[src/shared/irlc_pkg.sv]
// constants, states and carriers of the interrupt ring and channel lookup block
`default_nettype none
package irlc_pkg;
  // ************************************************************
  // widths
  // ************************************************************
  localparam int ADDR_W    = 24;
  localparam int DATA_W    = 16;
  localparam int IDX_W     = 7;
  localparam int DLCI_W    = 13;
  localparam int CTX_IDX_W = 13;
  localparam int REG_A_W   = 4;
  localparam int CODE_W    = 4;

  // ************************************************************
  // memory layout
  // ************************************************************
  localparam logic [ADDR_W-1:0] INIT_PTR_OFS   = 24'h000018; // ring pointers at +24..+30
  localparam logic [1:0]        INIT_LAST_WORD = 2'h3;
  localparam logic [ADDR_W-1:0] ENTRY_W1_OFS   = 24'h000002;
  localparam int ENT_PEND_BIT   = 15;
  localparam int LKP_ACTIVE_BIT = 0;
  localparam int LKP_IDX_LO     = 3;
  localparam int DLCI_W_SMALL   = 10;
  localparam logic [IDX_W-1:0]  IDX_LAST = 7'h7f;

  // ************************************************************
  // provider primitive codes
  // ************************************************************
  localparam logic [CODE_W-1:0] PRIM_MISS = 4'h7;
  localparam logic [CODE_W-1:0] PARAM_TX  = 4'h0;
  localparam logic [CODE_W-1:0] PARAM_RX  = 4'h1;

  // ************************************************************
  // register port map
  // ************************************************************
  localparam logic [REG_A_W-1:0] REG_CTRL     = 4'h0;
  localparam logic [REG_A_W-1:0] REG_INIT_HI  = 4'h1;
  localparam logic [REG_A_W-1:0] REG_INIT_LO  = 4'h2;
  localparam logic [REG_A_W-1:0] REG_LKP_HI   = 4'h3;
  localparam logic [REG_A_W-1:0] REG_LKP_LO   = 4'h4;
  localparam logic [REG_A_W-1:0] REG_STATUS   = 4'h5;
  localparam logic [REG_A_W-1:0] REG_RING_IDX = 4'h6;
  localparam int CTRL_START_BIT = 0;
  localparam int CTRL_SIZE_BIT  = 1;

  typedef enum logic [2:0] {
    ST_IDLE = 3'h0,
    ST_INIT = 3'h1,
    ST_CHK  = 3'h2,
    ST_W0   = 3'h3,
    ST_W1   = 3'h4,
    ST_LKP  = 3'h5
  } irlc_state_t;

  typedef struct packed {
    logic [ADDR_W-1:0] ctx_addr;
    logic [IDX_W-1:0]  desc_idx;
    logic              irq_disable;
  } irlc_irq_req_t;

  typedef struct packed {
    logic                 active;
    logic [CTX_IDX_W-1:0] ctx_index;
  } irlc_lkp_res_t;

  typedef struct packed {
    logic [CODE_W-1:0] code;
    logic [CODE_W-1:0] param;
  } irlc_prim_t;
endpackage
`default_nettype wire

[src/hdl/irlc_lookup.sv]
// channel lookup table address and entry decode
`timescale 1ns/100ps
`default_nettype none
module irlc_lookup
  import irlc_pkg::*;
(
  input  wire logic [ADDR_W-1:0] i_base,
  input  wire logic [DLCI_W-1:0] i_dlci,
  input  wire logic              i_size_sel,
  input  wire logic [DATA_W-1:0] i_entry,
  output logic      [ADDR_W-1:0] o_addr,
  output irlc_lkp_res_t          o_result
);
  logic [DLCI_W-1:0] dlci_eff;

  // small table honours only the low ten identifier bits
  always_comb
  begin
    dlci_eff = i_dlci;
    if (i_size_sel)
      dlci_eff[DLCI_W-1:DLCI_W_SMALL] = '0;
  end

  // one 16-bit word per identifier
  assign o_addr = i_base + {10'h000, dlci_eff, 1'b0};

  // flag in bit 0, context index in the top thirteen bits
  assign o_result.active    = i_entry[LKP_ACTIVE_BIT];
  assign o_result.ctx_index = i_entry[DATA_W-1:LKP_IDX_LO];
endmodule
`default_nettype wire

[src/hdl/irlc_ring_ptr.sv]
// base pointer and slot index of one interrupt ring
`timescale 1ns/100ps
`default_nettype none
module irlc_ring_ptr
  import irlc_pkg::*;
(
  input  wire logic              i_clock,
  input  wire logic              i_rst_b,
  input  wire logic              i_clear,
  input  wire logic              i_load_hi,
  input  wire logic              i_load_lo,
  input  wire logic [DATA_W-1:0] i_data,
  input  wire logic              i_advance,
  output logic      [ADDR_W-1:0] o_entry_addr,
  output logic      [IDX_W-1:0]  o_index
);
  logic [ADDR_W-1:0] base_q, base_d;
  logic [IDX_W-1:0]  idx_q, idx_d;

  // high word keeps only its low byte; upper byte is reserved zero
  always_comb
  begin
    base_d = base_q;
    idx_d  = idx_q;
    if (i_load_hi)
      base_d[ADDR_W-1:DATA_W] = i_data[ADDR_W-DATA_W-1:0];
    if (i_load_lo)
      base_d[DATA_W-1:0] = i_data;
    if (i_clear)
      idx_d = '0;
    else if (i_advance)
      idx_d = idx_q + 7'h01; // natural wrap 127 -> 0
  end

  always_ff @(posedge i_clock or negedge i_rst_b)
  begin
    if (!i_rst_b)
    begin
      base_q <= '0;
      idx_q  <= '0;
    end
    else
    begin
      base_q <= base_d;
      idx_q  <= idx_d;
    end
  end

  // two words per slot, so slots sit four bytes apart
  assign o_entry_addr = base_q + {15'h0000, idx_q, 2'b00};
  assign o_index      = idx_q;
endmodule
`default_nettype wire

[src/hdl/irlc_top.sv]
// interrupt ring writer and receive channel lookup engine
//
// Summary of operation
// - ring pointers are fetched from init block bytes 24 to 30
// - each interrupt ring has exactly 128 slots
// - slot is two words: context address, descriptor index, pending flag
// - receive disable suppresses receive entry and receive interrupt
// - transmit disable suppresses transmit entry and transmit interrupt
// - every written slot gets its pending flag set in bit 15
// - busy transmit slot: miss primitive 7 parameter 0, interrupt still given
// - busy receive slot: primitive 7 parameter 1, interrupt, frame discarded
// - transmit slot bits 14:8 hold current transmit descriptor index
// - receive slot bits 14:8 hold current receive descriptor index
// - transmit slot carries serviced context entry address
// - receive slot carries context entry address of received frame
// - lookup table covers 1024 or 8192 identifiers by size select
// - one 16-bit lookup word per channel identifier
// - only receive side reads the lookup table
// - inactive lookup entry means received data is ignored
// - context index comes from lookup bits 15:3
`timescale 1ns/100ps
`default_nettype none
module irlc_top
  import irlc_pkg::*;
(
  input  wire logic               i_clock,
  input  wire logic               i_rst_b,
  input  wire logic [REG_A_W-1:0] i_reg_addr,
  input  wire logic [DATA_W-1:0]  i_reg_wdata,
  input  wire logic               i_reg_wr,
  input  wire logic               i_reg_rd,
  output logic      [DATA_W-1:0]  o_reg_rdata,
  output logic                    o_mem_req,
  output logic                    o_mem_we,
  output logic      [ADDR_W-1:0]  o_mem_addr,
  output logic      [DATA_W-1:0]  o_mem_wdata,
  input  wire logic               i_mem_ack,
  input  wire logic [DATA_W-1:0]  i_mem_rdata,
  input  wire logic               i_tx_valid,
  input  wire irlc_irq_req_t      i_tx_info,
  output logic                    o_tx_ready,
  input  wire logic               i_rx_valid,
  input  wire irlc_irq_req_t      i_rx_info,
  output logic                    o_rx_ready,
  input  wire logic               i_lkp_valid,
  input  wire logic [DLCI_W-1:0]  i_lkp_dlci,
  output logic                    o_lkp_ready,
  output logic                    o_lkp_done,
  output irlc_lkp_res_t           o_lkp_result,
  output logic                    o_rx_ignore,
  output logic                    o_tx_interrupt,
  output logic                    o_rx_interrupt,
  output logic                    o_rx_discard,
  output logic                    o_prim_valid,
  output irlc_prim_t              o_prim
);
  // ************************************************************
  // reset release
  // ************************************************************
  logic rst_meta_q, rst_b;

  // assert at once, release two edges later
  always_ff @(posedge i_clock or negedge i_rst_b)
  begin
    if (!i_rst_b)
    begin
      rst_meta_q <= 1'b0;
      rst_b      <= 1'b0;
    end
    else
    begin
      rst_meta_q <= 1'b1;
      rst_b      <= rst_meta_q;
    end
  end

  // ************************************************************
  // register port
  // ************************************************************
  logic [ADDR_W-1:0] init_base_q, init_base_d, lkp_base_q, lkp_base_d;
  logic              size_sel_q, size_sel_d, start;
  logic [DATA_W-1:0] rdata_q, rdata_d;
  logic              ptr_ok_q;
  irlc_state_t       state_q, state_d;
  logic [IDX_W-1:0]  tx_idx, rx_idx;

  // start is a write pulse and reads back as zero
  always_comb
  begin
    init_base_d = init_base_q;
    lkp_base_d  = lkp_base_q;
    size_sel_d  = size_sel_q;
    rdata_d     = '0;
    start       = 1'b0;
    if (i_reg_wr)
    begin
      case (i_reg_addr)
        REG_CTRL:
        begin
          start      = i_reg_wdata[CTRL_START_BIT];
          size_sel_d = i_reg_wdata[CTRL_SIZE_BIT];
        end
        REG_INIT_HI: init_base_d[ADDR_W-1:DATA_W] = i_reg_wdata[ADDR_W-DATA_W-1:0];
        REG_INIT_LO: init_base_d[DATA_W-1:0] = i_reg_wdata;
        REG_LKP_HI:  lkp_base_d[ADDR_W-1:DATA_W] = i_reg_wdata[ADDR_W-DATA_W-1:0];
        REG_LKP_LO:  lkp_base_d[DATA_W-1:0] = i_reg_wdata;
        default: ;
      endcase
    end
    if (i_reg_rd)
    begin
      case (i_reg_addr)
        REG_CTRL:     rdata_d[CTRL_SIZE_BIT] = size_sel_q;
        REG_INIT_HI:  rdata_d = {8'h00, init_base_q[ADDR_W-1:DATA_W]};
        REG_INIT_LO:  rdata_d = init_base_q[DATA_W-1:0];
        REG_LKP_HI:   rdata_d = {8'h00, lkp_base_q[ADDR_W-1:DATA_W]};
        REG_LKP_LO:   rdata_d = lkp_base_q[DATA_W-1:0];
        REG_STATUS:   rdata_d = {14'h0000, state_q != ST_IDLE, ptr_ok_q};
        REG_RING_IDX: rdata_d = {1'b0, tx_idx, 1'b0, rx_idx};
        default:      rdata_d = '0;
      endcase
    end
  end

  always_ff @(posedge i_clock or negedge rst_b)
  begin
    if (!rst_b)
    begin
      init_base_q <= '0;
      lkp_base_q  <= '0;
      size_sel_q  <= 1'b0;
      rdata_q     <= '0;
    end
    else
    begin
      init_base_q <= init_base_d;
      lkp_base_q  <= lkp_base_d;
      size_sel_q  <= size_sel_d;
      rdata_q     <= rdata_d;
    end
  end
  assign o_reg_rdata = rdata_q;

  // ************************************************************
  // rings and lookup decode
  // ************************************************************
  logic [1:0]        cnt_q, cnt_d;
  logic              cur_rx_q, cur_rx_d, tx_adv, rx_adv, ring_clr;
  logic [ADDR_W-1:0] tx_entry, rx_entry, cur_entry, lkp_addr;
  logic [DLCI_W-1:0] dlci_q, dlci_d;
  irlc_lkp_res_t     lkp_dec;

  // init words: tx high, tx low, rx high, rx low
  assign ring_clr = start && (state_q == ST_IDLE);

  irlc_ring_ptr u_tx_ring (
    .i_clock      (i_clock),
    .i_rst_b      (rst_b),
    .i_clear      (ring_clr),
    .i_load_hi    (state_q == ST_INIT && i_mem_ack && cnt_q == 2'h0),
    .i_load_lo    (state_q == ST_INIT && i_mem_ack && cnt_q == 2'h1),
    .i_data       (i_mem_rdata),
    .i_advance    (tx_adv),
    .o_entry_addr (tx_entry),
    .o_index      (tx_idx)
  );

  irlc_ring_ptr u_rx_ring (
    .i_clock      (i_clock),
    .i_rst_b      (rst_b),
    .i_clear      (ring_clr),
    .i_load_hi    (state_q == ST_INIT && i_mem_ack && cnt_q == 2'h2),
    .i_load_lo    (state_q == ST_INIT && i_mem_ack && cnt_q == INIT_LAST_WORD),
    .i_data       (i_mem_rdata),
    .i_advance    (rx_adv),
    .o_entry_addr (rx_entry),
    .o_index      (rx_idx)
  );

  irlc_lookup u_lookup (
    .i_base     (lkp_base_q),
    .i_dlci     ((state_q == ST_IDLE) ? i_lkp_dlci : dlci_q), // address valid at acceptance
    .i_size_sel (size_sel_q),
    .i_entry    (i_mem_rdata),
    .o_addr     (lkp_addr),
    .o_result   (lkp_dec)
  );

  assign cur_entry = cur_rx_q ? rx_entry : tx_entry;

  // ************************************************************
  // sequencer
  // ************************************************************
  irlc_irq_req_t cur_q, cur_d;
  irlc_prim_t    prim_q, prim_d;
  irlc_lkp_res_t lres_q, lres_d;
  logic ok_d, req_d, we_d, pv_d, txi_d, rxi_d, disc_d, done_d, ign_d;
  logic req_q, we_q, pv_q, txi_q, rxi_q, disc_q, done_q, ign_q;
  logic [ADDR_W-1:0] addr_q, addr_d;
  logic [DATA_W-1:0] wdata_q, wdata_d;
  logic idle_ok;

  // lookup first: a frame must be resolved before its interrupt
  assign idle_ok     = (state_q == ST_IDLE) && ptr_ok_q && !start;
  assign o_lkp_ready = idle_ok;
  assign o_rx_ready  = idle_ok && !i_lkp_valid;
  assign o_tx_ready  = idle_ok && !i_lkp_valid && !i_rx_valid;

  always_comb
  begin
    state_d = state_q;
    cnt_d = cnt_q;
    cur_d = cur_q;
    cur_rx_d = cur_rx_q;
    dlci_d = dlci_q;
    ok_d = ptr_ok_q;
    prim_d = prim_q;
    lres_d = lres_q;
    {tx_adv, rx_adv, pv_d, txi_d, rxi_d, disc_d, done_d, ign_d} = '0;
    case (state_q)
      ST_IDLE:
      begin
        if (start)
        begin
          state_d = ST_INIT;
          cnt_d = '0;
          ok_d = 1'b0;
        end
        else if (o_lkp_ready && i_lkp_valid)
        begin
          dlci_d = i_lkp_dlci; // only the receive port feeds this
          state_d = ST_LKP;
        end
        else if (o_rx_ready && i_rx_valid)
        begin
          cur_d = i_rx_info;
          cur_rx_d = 1'b1;
          if (!i_rx_info.irq_disable) state_d = ST_CHK;
        end
        else if (o_tx_ready && i_tx_valid)
        begin
          cur_d = i_tx_info;
          cur_rx_d = 1'b0;
          if (!i_tx_info.irq_disable) state_d = ST_CHK;
        end
      end
      ST_INIT:
        if (i_mem_ack)
        begin
          cnt_d = cnt_q + 2'h1;
          if (cnt_q == INIT_LAST_WORD)
          begin
            state_d = ST_IDLE;
            ok_d = 1'b1;
          end
        end
      ST_CHK:
        if (i_mem_ack)
        begin
          if (i_mem_rdata[ENT_PEND_BIT])
          begin
            // slot not yet serviced: leave it, report the miss
            state_d = ST_IDLE;
            pv_d = 1'b1;
            prim_d.code = PRIM_MISS;
            prim_d.param = cur_rx_q ? PARAM_RX : PARAM_TX;
            txi_d = !cur_rx_q;
            rxi_d = cur_rx_q;
            disc_d = cur_rx_q;
          end
          else
            state_d = ST_W0;
        end
      ST_W0:
        if (i_mem_ack) state_d = ST_W1;
      ST_W1:
        if (i_mem_ack)
        begin
          state_d = ST_IDLE;
          tx_adv = !cur_rx_q;
          rx_adv = cur_rx_q;
          txi_d = !cur_rx_q;
          rxi_d = cur_rx_q;
        end
      ST_LKP:
        if (i_mem_ack)
        begin
          state_d = ST_IDLE;
          done_d = 1'b1;
          lres_d = lkp_dec;
          ign_d = !lkp_dec.active;
        end
      default: state_d = ST_IDLE;
    endcase

    // next memory access follows the next state; request holds until ack
    req_d = (state_d != ST_IDLE);
    we_d = (state_d == ST_W0) || (state_d == ST_W1);
    wdata_d = '0;
    case (state_d)
      ST_INIT: addr_d = init_base_q + INIT_PTR_OFS + {21'h000000, cnt_d, 1'b0};
      ST_CHK:  addr_d = cur_rx_d ? rx_entry : tx_entry; // ring picked in this very cycle
      ST_W0:
      begin
        addr_d = cur_entry;
        // pending flag, descriptor index, context high byte
        wdata_d = {1'b1, cur_d.desc_idx, cur_d.ctx_addr[ADDR_W-1:DATA_W]};
      end
      ST_W1:
      begin
        addr_d = cur_entry + ENTRY_W1_OFS;
        wdata_d = cur_d.ctx_addr[DATA_W-1:0];
      end
      ST_LKP:  addr_d = lkp_addr;
      default: addr_d = addr_q;
    endcase
  end

  always_ff @(posedge i_clock or negedge rst_b)
  begin
    if (!rst_b)
    begin
      state_q <= ST_IDLE;
      {cnt_q, cur_rx_q, ptr_ok_q, req_q, we_q} <= '0;
      {pv_q, txi_q, rxi_q, disc_q, done_q, ign_q} <= '0;
      {cur_q, dlci_q, prim_q, lres_q, addr_q, wdata_q} <= '0;
    end
    else
    begin
      state_q <= state_d;
      {cnt_q, cur_rx_q, ptr_ok_q, req_q, we_q} <= {cnt_d, cur_rx_d, ok_d, req_d, we_d};
      {pv_q, txi_q, rxi_q, disc_q, done_q, ign_q} <= {pv_d, txi_d, rxi_d, disc_d, done_d, ign_d};
      {cur_q, dlci_q, prim_q, lres_q, addr_q, wdata_q} <=
        {cur_d, dlci_d, prim_d, lres_d, addr_d, wdata_d};
    end
  end

  assign o_mem_req      = req_q;
  assign o_mem_we       = we_q;
  assign o_mem_addr     = addr_q;
  assign o_mem_wdata    = wdata_q;
  assign o_prim_valid   = pv_q;
  assign o_prim         = prim_q;
  assign o_tx_interrupt = txi_q;
  assign o_rx_interrupt = rxi_q;
  assign o_rx_discard   = disc_q;
  assign o_lkp_done     = done_q;
  assign o_lkp_result   = lres_q;
  assign o_rx_ignore    = ign_q;
endmodule
`default_nettype wire

[config.mk]
export PLATFORM = sky130hd
export DESIGN_NAME = irlc_top
export DESIGN_NICKNAME = d
export VERILOG_FILES = /design/src/shared/irlc_pkg.sv /design/src/hdl/irlc_lookup.sv /design/src/hdl/irlc_ring_ptr.sv /design/src/hdl/irlc_top.sv
export SDC_FILE = /design/constraint.sdc
export NUM_CORES = 1
export LEC_CHECK = 0
export BUFFER_PORTS_ARGS = -buffer_cell sky130_fd_sc_hd__buf_2
export CORE_UTILIZATION = 45
export DETAILED_ROUTE_END_ITERATION = 16
export PLACE_DENSITY = 0.65
export SLEW_MARGIN = 20
export SYNTH_ARGS = -nofsm -noshare
export SYNTH_HDL_FRONTEND = slang
export SYNTH_HIERARCHICAL = 1
export SYNTH_SLANG_ARGS = --single-unit
[constraint.sdc]
create_clock -name i_clock -period 14.85 [get_ports i_clock]
set_clock_uncertainty 0.2 [all_clocks]
set_input_delay 0.7425 -clock i_clock [delete_from_list [all_inputs] [get_ports i_clock]]
set_output_delay 0.7425 -clock i_clock [all_outputs]
set_load 0.03 [all_outputs]
==> summary.txt, run 1 <==
Outcome
  • Outcome: finished clean

Synth
  • Netlist cell types: 87
  • Avg Inst Size Synth: 9.76 um^2
  • Largest cells by area after synthesis: dfrtp_1 (42%), mux2_2 (9.1%), nand2_1 (4.5%)
  • Post-Syn Instances: 1,495
  • Sequential-to-total area share from yosys stat: 41.8%
  • Mapped cell area: 0.0146 mm^2
  • Seq cells post-synth: 244
  • Area leader, netlist: dfrtp_1
  • Main synth FF type: dfrtp_1
  • Async SR Flop Fraction: 100%
  • Post-synth EDFFs: 0
  • Top cell type's share of synthesized area: 41.8%
  • Yosys warnings: 6

Clock tree
  • Clock Pin Slew Worst Setup and Hold Paths: 0.07 ns
  • Clock sinks: 244
  • Clock latency at the later pin of the worst-skew pair: 0.55 ns
  • Post-CTS setup buffer count: 0
  • CTS Buf Count: 27
  • Post-CTS Resized: 0
  • CTS Hold Buffers Added: 1
  • CTS Buffer Depth: 3
  • TritonCTS clock tree: yes
  • Clock root cell: clkbuf_16
  • H-tree lvl count: 1

STA
  • Worst Tran Pin Value: 1.12 ns
  • Hold Fails Final Rpt: 0
  • Slew Viols, Final: 0
  • Fin crit share: 33.2%
  • Final period demand of the worst path: 4.94 ns
  • Fmax: 203 MHz
  • Worst rel slew slack: 24.7%
  • Fin worst setup slack: 9.91 ns
  • Setup TNS: 0 ns
  • Setup violators final: 0
  • RSZ-0062 raised after global routing: no
  • Hold_ws: 0.152 ns

Worst setup path
  • Crit-path cells: or3_1 > nor2_2 > o21ai_0 > ha_1 > a2111oi_0 > or3_1 > inv_1 > nand3_1 > xor2_1 > o21ai_0 > a211o_1
  • CP max-delay cell: nor2_2
  • CP Data Arrival Time: 5.18 ns
  • Setup crit start kind: register
  • CP endpoint kind: register
  • Setup CP Type: register to register
  • R2R Setup Slk: 9.91 ns
  • CP max FO: 19
  • Crit path largest cell delay: 0.80 ns
  • Critical Path RT: 15.09 ns

Drt
  • Top sig layer: met4
  • Vias: 12,119
  • Routed WL per cell: 21.0 um
  • Initial DRC Count: 1,015
  • Wl on met1: 19,200 um
  • Initial DRT Pass Iterations: 8
  • DRC: 0
  • DRT antenna net count: 0
  • Met2 WL: 20,200 um
  • Final wirelength: 43,400 um
  • DR WL met3: 2660 um
  • Via-per-instance ratio: 5.87

Min path
  • Hold WC Path Type: register to register

Global route
  • Initial antenna violation count: 0
  • Total gr overflow: 0
  • First-pass GRT wire length: 66,200 um
  • Gr usage total: 26.0%
  • Largest net degree at the start of global routing: 69
  • Number of global-route vias before repair: 11,223

Finish
  • Final cell count without fillers: 2,065
  • Highest-count cells in the layout ignoring fill and taps: dfrtp_1 (242), buf_2 (205), nand2_1 (176)
  • Fillers: 2,984
  • Commonest non-fill, non-tap cell in the layout: dfrtp_1
  • Antenna Cells: 0
  • Layout Nets: 1,805
  • Area growth syn-to-layout: 13.8%
  • Layout cells sized above 1: 25.3%

Die
  • Die ar.: 0.0331 mm^2
  • Top Ports: 210
  • DIE HEIGHT: 182 um
  • CORE AREA: 0.0317 mm^2
  • Initial Utilization: 46.0%
  • Floorplan row count: 65
  • Die Wd: 182 um

Place
  • Place WS: 9.71 ns
  • Port Buffer Count: 205
  • DPL Wire Length: 32,900 um
  • DP Cell Count: 2,015
  • RD Place Congestion: 0.963

Power and ir drop
  • Pleak: 7.57 nW
  • Peak supply drop: 0.0995 mV
  • PD cells: 218 mW/mm^2

Flow run
  • MaxCap Viol Count: 0
## Yosys cell counts, types with 8 or more instances
cell	n
nor3_1	18
o21ai_0	56
o22a_1	20
buf_4	29
nand3_1	37
ha_1	36
o22ai_1	32
xor2_1	38
a211oi_1	12
mux2i_1	33
a21o_1	13
or3_1	9
xnor2_1	66
nor2_1	120
o21ai_1	11
nand4_1	25
clkbuf_1	41
buf_2	23
and2_1	13
o221ai_1	8
and3_1	11
nand2_1	176
nor2b_1	11
inv_1	43
a22oi_1	16
mux2_2	118
a222oi_1	13
nand2b_1	11
a21oi_1	60
dfrtp_1	244
nand3b_1	9
o32ai_1	18
## routing by layer
| metal | global-route usage (%) | vias up |
|---|---|---|
| met5 | 0 | - |
| met4 | 7.97 | 0 |
| met3 | 3.01 | 62 |
| met2 | 41.6 | 436 |
| met1 | 36.9 | 5969 |
| li1 | - | 5652 |
## report_power, final
group	switching (mW)	internal (mW)
Combinational	1.10	0.680
Sequential	0.262	0.912
Clock	0.282	0.391
## sequential cells by signal, summed over array words and instances (netlist names), 2 cells and up
register           count
cnt_q                  2
cur_q                 31
dlci_q                13
init_base_q           24
lkp_base_q            24
o_lkp_result          14
o_mem_addr            24
o_mem_wdata           16
o_prim                 2
o_reg_rdata           16
state_q                3
u_rx_ring/base_q      24
u_rx_ring/o_index      7
u_tx_ring/base_q      24
u_tx_ring/o_index      7
## cell families (layout without fill, tap and decap cells)
kind of cell    Yosys count  count (layout)  share of synthesized area [%]
xor+xnor                104             104                           6.24
other cells               2               5                         0.0515
simple gates            481             481                           16.0
fa+ha+maj                40              40                           3.64
compound gates          326             326                           15.8
buf+inv                 147             312                           5.03
mux                     151             151                           11.4
flops                   244             244                           41.8
## path summary, 6_finish.rpt
kind | from | endpoint | depth (start not counted)
max | state_q[2] | o_mem_addr[20] | 11
min | rst_meta_q | rst_b | 0
max reg2reg | state_q[2] | o_mem_addr[20] | 11
min reg2reg | rst_meta_q | rst_b | 0
max in group asynchronous | rst_b | o_mem_addr[9] | 2
min in group asynchronous | rst_b | o_mem_wdata[7] | 0
## stage by stage
| step | instance area (um^2) | power, mW | utilization [%] |
|---|---|---|---|
| after floorplan | 14600 | 2.44 | - |
| after global placement | 15700 | 2.90 | 49.4 |
| after detailed placement | 15700 | 2.93 | 49.4 |
| after CTS | 16600 | 3.62 | 52.3 |
| after global routing | 16600 | 3.86 | 52.4 |
| final | 16600 | 3.63 | 52.4 |
## worst max-delay path: cells and delay by family (launching register included)
kind / cells / cell delay (ns)
xor+xnor: 1 / 0.16
buf+inv: 1 / 0.09
fa+ha+maj: 1 / 0.36
flops: 1 / 0.49
simple gates: 4 / 1.99
compound gates: 4 / 1.53
## cell type report
cell class | count | area, um^2 | share of cell area [%]
clock buffer | 36 | 790 | 4.75
clock inverter | 12 | 109 | 0.655
inverter | 45 | 169 | 1.02
multi-input combinational | 1107 | 7780 | 46.8
sequential | 244 | 6110 | 36.8
tap | 402 | 503 | 3.03
timing repair buffer | 219 | 1150 | 6.94
No activity file was read; power rests on OpenSTA's default activity.
==> run 2, diff against run 1 <==
--- a/config.mk
+++ b/config.mk
@@ -8,7 +8,7 @@
 export BUFFER_PORTS_ARGS = -buffer_cell sky130_fd_sc_hd__buf_2
 export CORE_UTILIZATION = 45
 export DETAILED_ROUTE_END_ITERATION = 16
-export PLACE_DENSITY = 0.65
+export PLACE_DENSITY = 0.68
 export SLEW_MARGIN = 20
 export SYNTH_ARGS = -nofsm -noshare
 export SYNTH_HDL_FRONTEND = slang
==> constraint.sdc (replaced) <==
create_clock -name i_clock -period 4 [get_ports i_clock]
set_clock_uncertainty 0.2 [all_clocks]
set_input_delay 0.2 -clock i_clock [delete_from_list [all_inputs] [get_ports i_clock]]
set_output_delay 0.2 -clock i_clock [all_outputs]
set_load 0.03 [all_outputs]
==> run 2 against run 1 <==
  * Sequential cell count unchanged
  * Cell count is 8.9% higher
  * Routed wire length grew 8.3%
  * Design area up 11%
  * Global-route usage grew 2.1 points
  * Worst setup slack lost 9.8 ns
  * Critical path type unchanged
  * Non-clock buffer count is 181 higher
  * Power rose to 3.9 times the previous value
==> summary.txt, run 2 (same netlist as run 1, synthesis figures left out) <==
Outcome
  • Outcome: finished clean (unchanged)

Drt
  • DRC: 0 (unchanged)
  • Via-per-instance ratio: 5.82 (was 5.87)
  • DRT antenna net count: 0 (unchanged)
  • Initial DRC Count: 1,309 (was 1,015)
  • Final wirelength: 47,000 um (was 43,400 um)
  • Initial DRT Pass Iterations: 8 (unchanged)
  • Routed WL per cell: 20.9 um (was 21.0 um)
  • Vias: 13,084 (was 12,119)

Global route
  • Gr usage total: 28.1% (was 26.0%)
  • Total gr overflow: 0 (unchanged)
  • Initial antenna violation count: 0 (unchanged)
  • First-pass GRT wire length: 72,000 um (was 66,200 um)
  • Largest net degree at the start of global routing: 98 (was 69)
  • Number of global-route vias before repair: 12,613 (was 11,223)

Clock tree
  • Clock root cell: clkbuf_16 (unchanged)
  • CTS Buffer Depth: 3 (unchanged)
  • Clock Pin Slew Worst Setup and Hold Paths: 0.06 ns (was 0.07 ns)
  • CTS Buf Count: 27 (unchanged)
  • Clock latency at the later pin of the worst-skew pair: 0.55 ns (about the same)
  • TritonCTS clock tree: yes (unchanged)
  • Clock sinks: 244 (unchanged)
  • H-tree lvl count: 1 (unchanged)

Finish
  • Design area: 0.0184 mm^2 (was 0.0166 mm^2)
  • Number of flip-flops in the largest register: 31 (unchanged)
  • Multi-input logic area: 0.00786 mm^2 (was 0.00778 mm^2)
  • Commonest non-fill, non-tap cell in the layout: dfrtp_1 (unchanged)
  • Layout cells sized above 1: 27.0% (was 25.3%)
  • Highest-count cells in the layout ignoring fill and taps: dfrtp_1 (242), buf_2 (205), nand2_1 (176) (unchanged)
  • Final Core Density: 57.9% (was 52.4%)
  • Fillers: 2,717 (was 2,984)
  • FF/Latch Area: 0.00611 mm^2 (unchanged)
  • Layout Nets: 1,986 (was 1,805)
  • Area growth syn-to-layout: 25.9% (was 13.8%)

Place
  • Area after DPL: 0.0161 mm^2 (was 0.0157 mm^2)
  • RD Place Congestion: 0.975 (was 0.963)
  • Port Buffer Count: 205 (unchanged)
  • DPL Wire Length: 34,200 um (was 32,900 um)

Worst setup path
  • Crit path largest cell delay: 0.50 ns (was 0.80 ns)
  • CP Data Arrival Time: 4.15 ns (was 5.18 ns)
  • Setup crit start kind: register (unchanged)
  • CP endpoint kind: register (unchanged)
  • CP max-delay cell: a2111oi_4 (was nor2_2)
  • Critical Path RT: 4.23 ns (was 15.09 ns)
  • CP max FO: 4 (was 19)
  • Crit-path cells: ha_2 > inv_2 > fa_2 > and2b_1 > o2111ai_2 > a21boi_2 > o21ai_1 > xnor2_1 > nand4_1 > a2111oi_4 > nand4_1 > nor2_1 > xnor2_1 > o22ai_1 > a211o_1 (was or3_1 > nor2_2 > o21ai_0 > ha_1 > a2111oi_0 > or3_1 > inv_1 > nand3_1 > xor2_1 > o21ai_0 > a211o_1)
  • Setup CP Type: register to register (unchanged)

Min path
  • Hold WC Path Type: input pin to register (was register to register)

STA
  • Worst Tran Pin Value: 1.09 ns (was 1.12 ns)
  • RSZ-0062 raised after global routing: yes (was no)
  • Fmax: 255 MHz (was 203 MHz)
  • Slew Viols, Final: 0 (unchanged)
  • Worst rel slew slack: 26.8% (was 24.7%)
  • Setup violators final: 0 (unchanged)
  • Hold Fails Final Rpt: 0 (unchanged)
  • Final period demand of the worst path: 3.92 ns (was 4.94 ns)
  • Fin crit share: 98.0% (was 33.2%)

Die
  • Die ar.: 0.0331 mm^2 (unchanged)
  • Initial Utilization: 46.0% (unchanged)
  • Die Wd: 182 um (unchanged)
  • CORE AREA: 0.0317 mm^2 (unchanged)
  • Top Ports: 210 (unchanged)
  • Floorplan row count: 65 (unchanged)
  • DIE HEIGHT: 182 um (unchanged)

Power and ir drop
  • PD cells: 769 mW/mm^2 (was 218 mW/mm^2)
  • Peak supply drop: 0.360 mV (was 0.0995 mV)
  • Pleak: 8.40 nW (was 7.57 nW)

Flow run
  • MaxCap Viol Count: 0 (unchanged)
==> run 2: cell types whose count changed in the layout (fill, tap and decap cells not counted), sizes merged <==
cell,before,now
bufinv,1,3
inv,47,48
clkinvlp,4,2
buf,218,283
diode,0,1
dlygate4sd3,1,117
clkinv,5,3
clkbuf,36,38
==> run 2: path summary, 6_finish.rpt <==
path | from | end | slack [ns] | cells after the start
min reg2reg | rst_meta_q | rst_b | 0.16 | 0
min in group asynchronous | rst_b | cur_q[14] | 0.25 | 0
max in group asynchronous | rst_b | o_reg_rdata[15] | 2.32 | 1
min | i_lkp_valid | dlci_q[0] | 0.06 | 4
max reg2reg | u_rx_ring/base_q[2] | o_mem_addr[20] | 0.08 | 15
max | u_rx_ring/base_q[2] | o_mem_addr[20] | 0.08 | 15
==> run 2: timing repair <==
| action | 4_1_cts | 5_1_grt |
|---|---|---|
| hold buffers | 117 | 0 |
| setup endpoints to repair | 1 | 8 |
| setup buffers | 0 | 10 |
| gates resized for setup | 3 | 20 |
| hold endpoints to repair | 179 | 0 |
| pin swaps | 2 | 29 |
==> run 2: area by class of cell <==
cell class                      count  share of cell area, %
Antenna cell                        1                 0.0136
Sequential cell                   244                   33.3
Tap cell                          402                   2.74
Clock inverter                     11                  0.838
Multi-Input combinational cell   1107                   42.8
Inverter                           45                  0.920
Timing Repair Buffer              400                   15.2
Clock buffer                       38                   4.23
==> run 2: layer usage <==
| layer | part of all wire, % | wire length [um] | track usage (%) |
|---|---|---|---|
| met5 | 0 | 0 | 0 |
| met4 | 3.6 | 1670 | 9.82 |
| met3 | 6.8 | 3190 | 4.77 |
| met2 | 47 | 22100 | 45.6 |
| met1 | 43 | 20000 | 37.9 |
==> run 2: power by group <==
group	leakage, nW	switching (mW)	internal [mW]	total, mW
clock	0.450	1.07	1.55	2.62
combinational	4.90	4.37	2.88	7.26
sequential	3.05	0.863	3.39	4.25
==> run 2: worst max-delay path: cells and delay by family (launching register included) <==
kind	cells	cell delay, ns
AND/OR/NAND/NOR	4	0.93
AO/OA/AOI/OAI	6	1.37
XOR/XNOR	2	0.35
adder cells (fa/ha/maj)	2	0.59
flip-flops	1	0.35
buffers and inverters	1	0.05
==> run 2: through the flow <==
step / setup WS, ns / total power [mW] / hold slack [ns] / TNS, ns / cells
6_report: 0.0799 / 14.1 / 0.0588 / 0 / 2248
5_1_grt: -0.0994 / 15.0 / 0.0860 / -0.208 / 2247
4_1_cts: 0.0276 / 14.0 / 0.0316 / 0 / 2237
3_5_place_dp: -0.0455 / 11.2 / -0.210 / -0.0455 / 2071
3_3_place_gp: 0.0699 / 11.1 / -0.214 / 0 / 2071
2_1_floorplan: 0.0686 / 9.06 / -0.296 / 0 / 1498
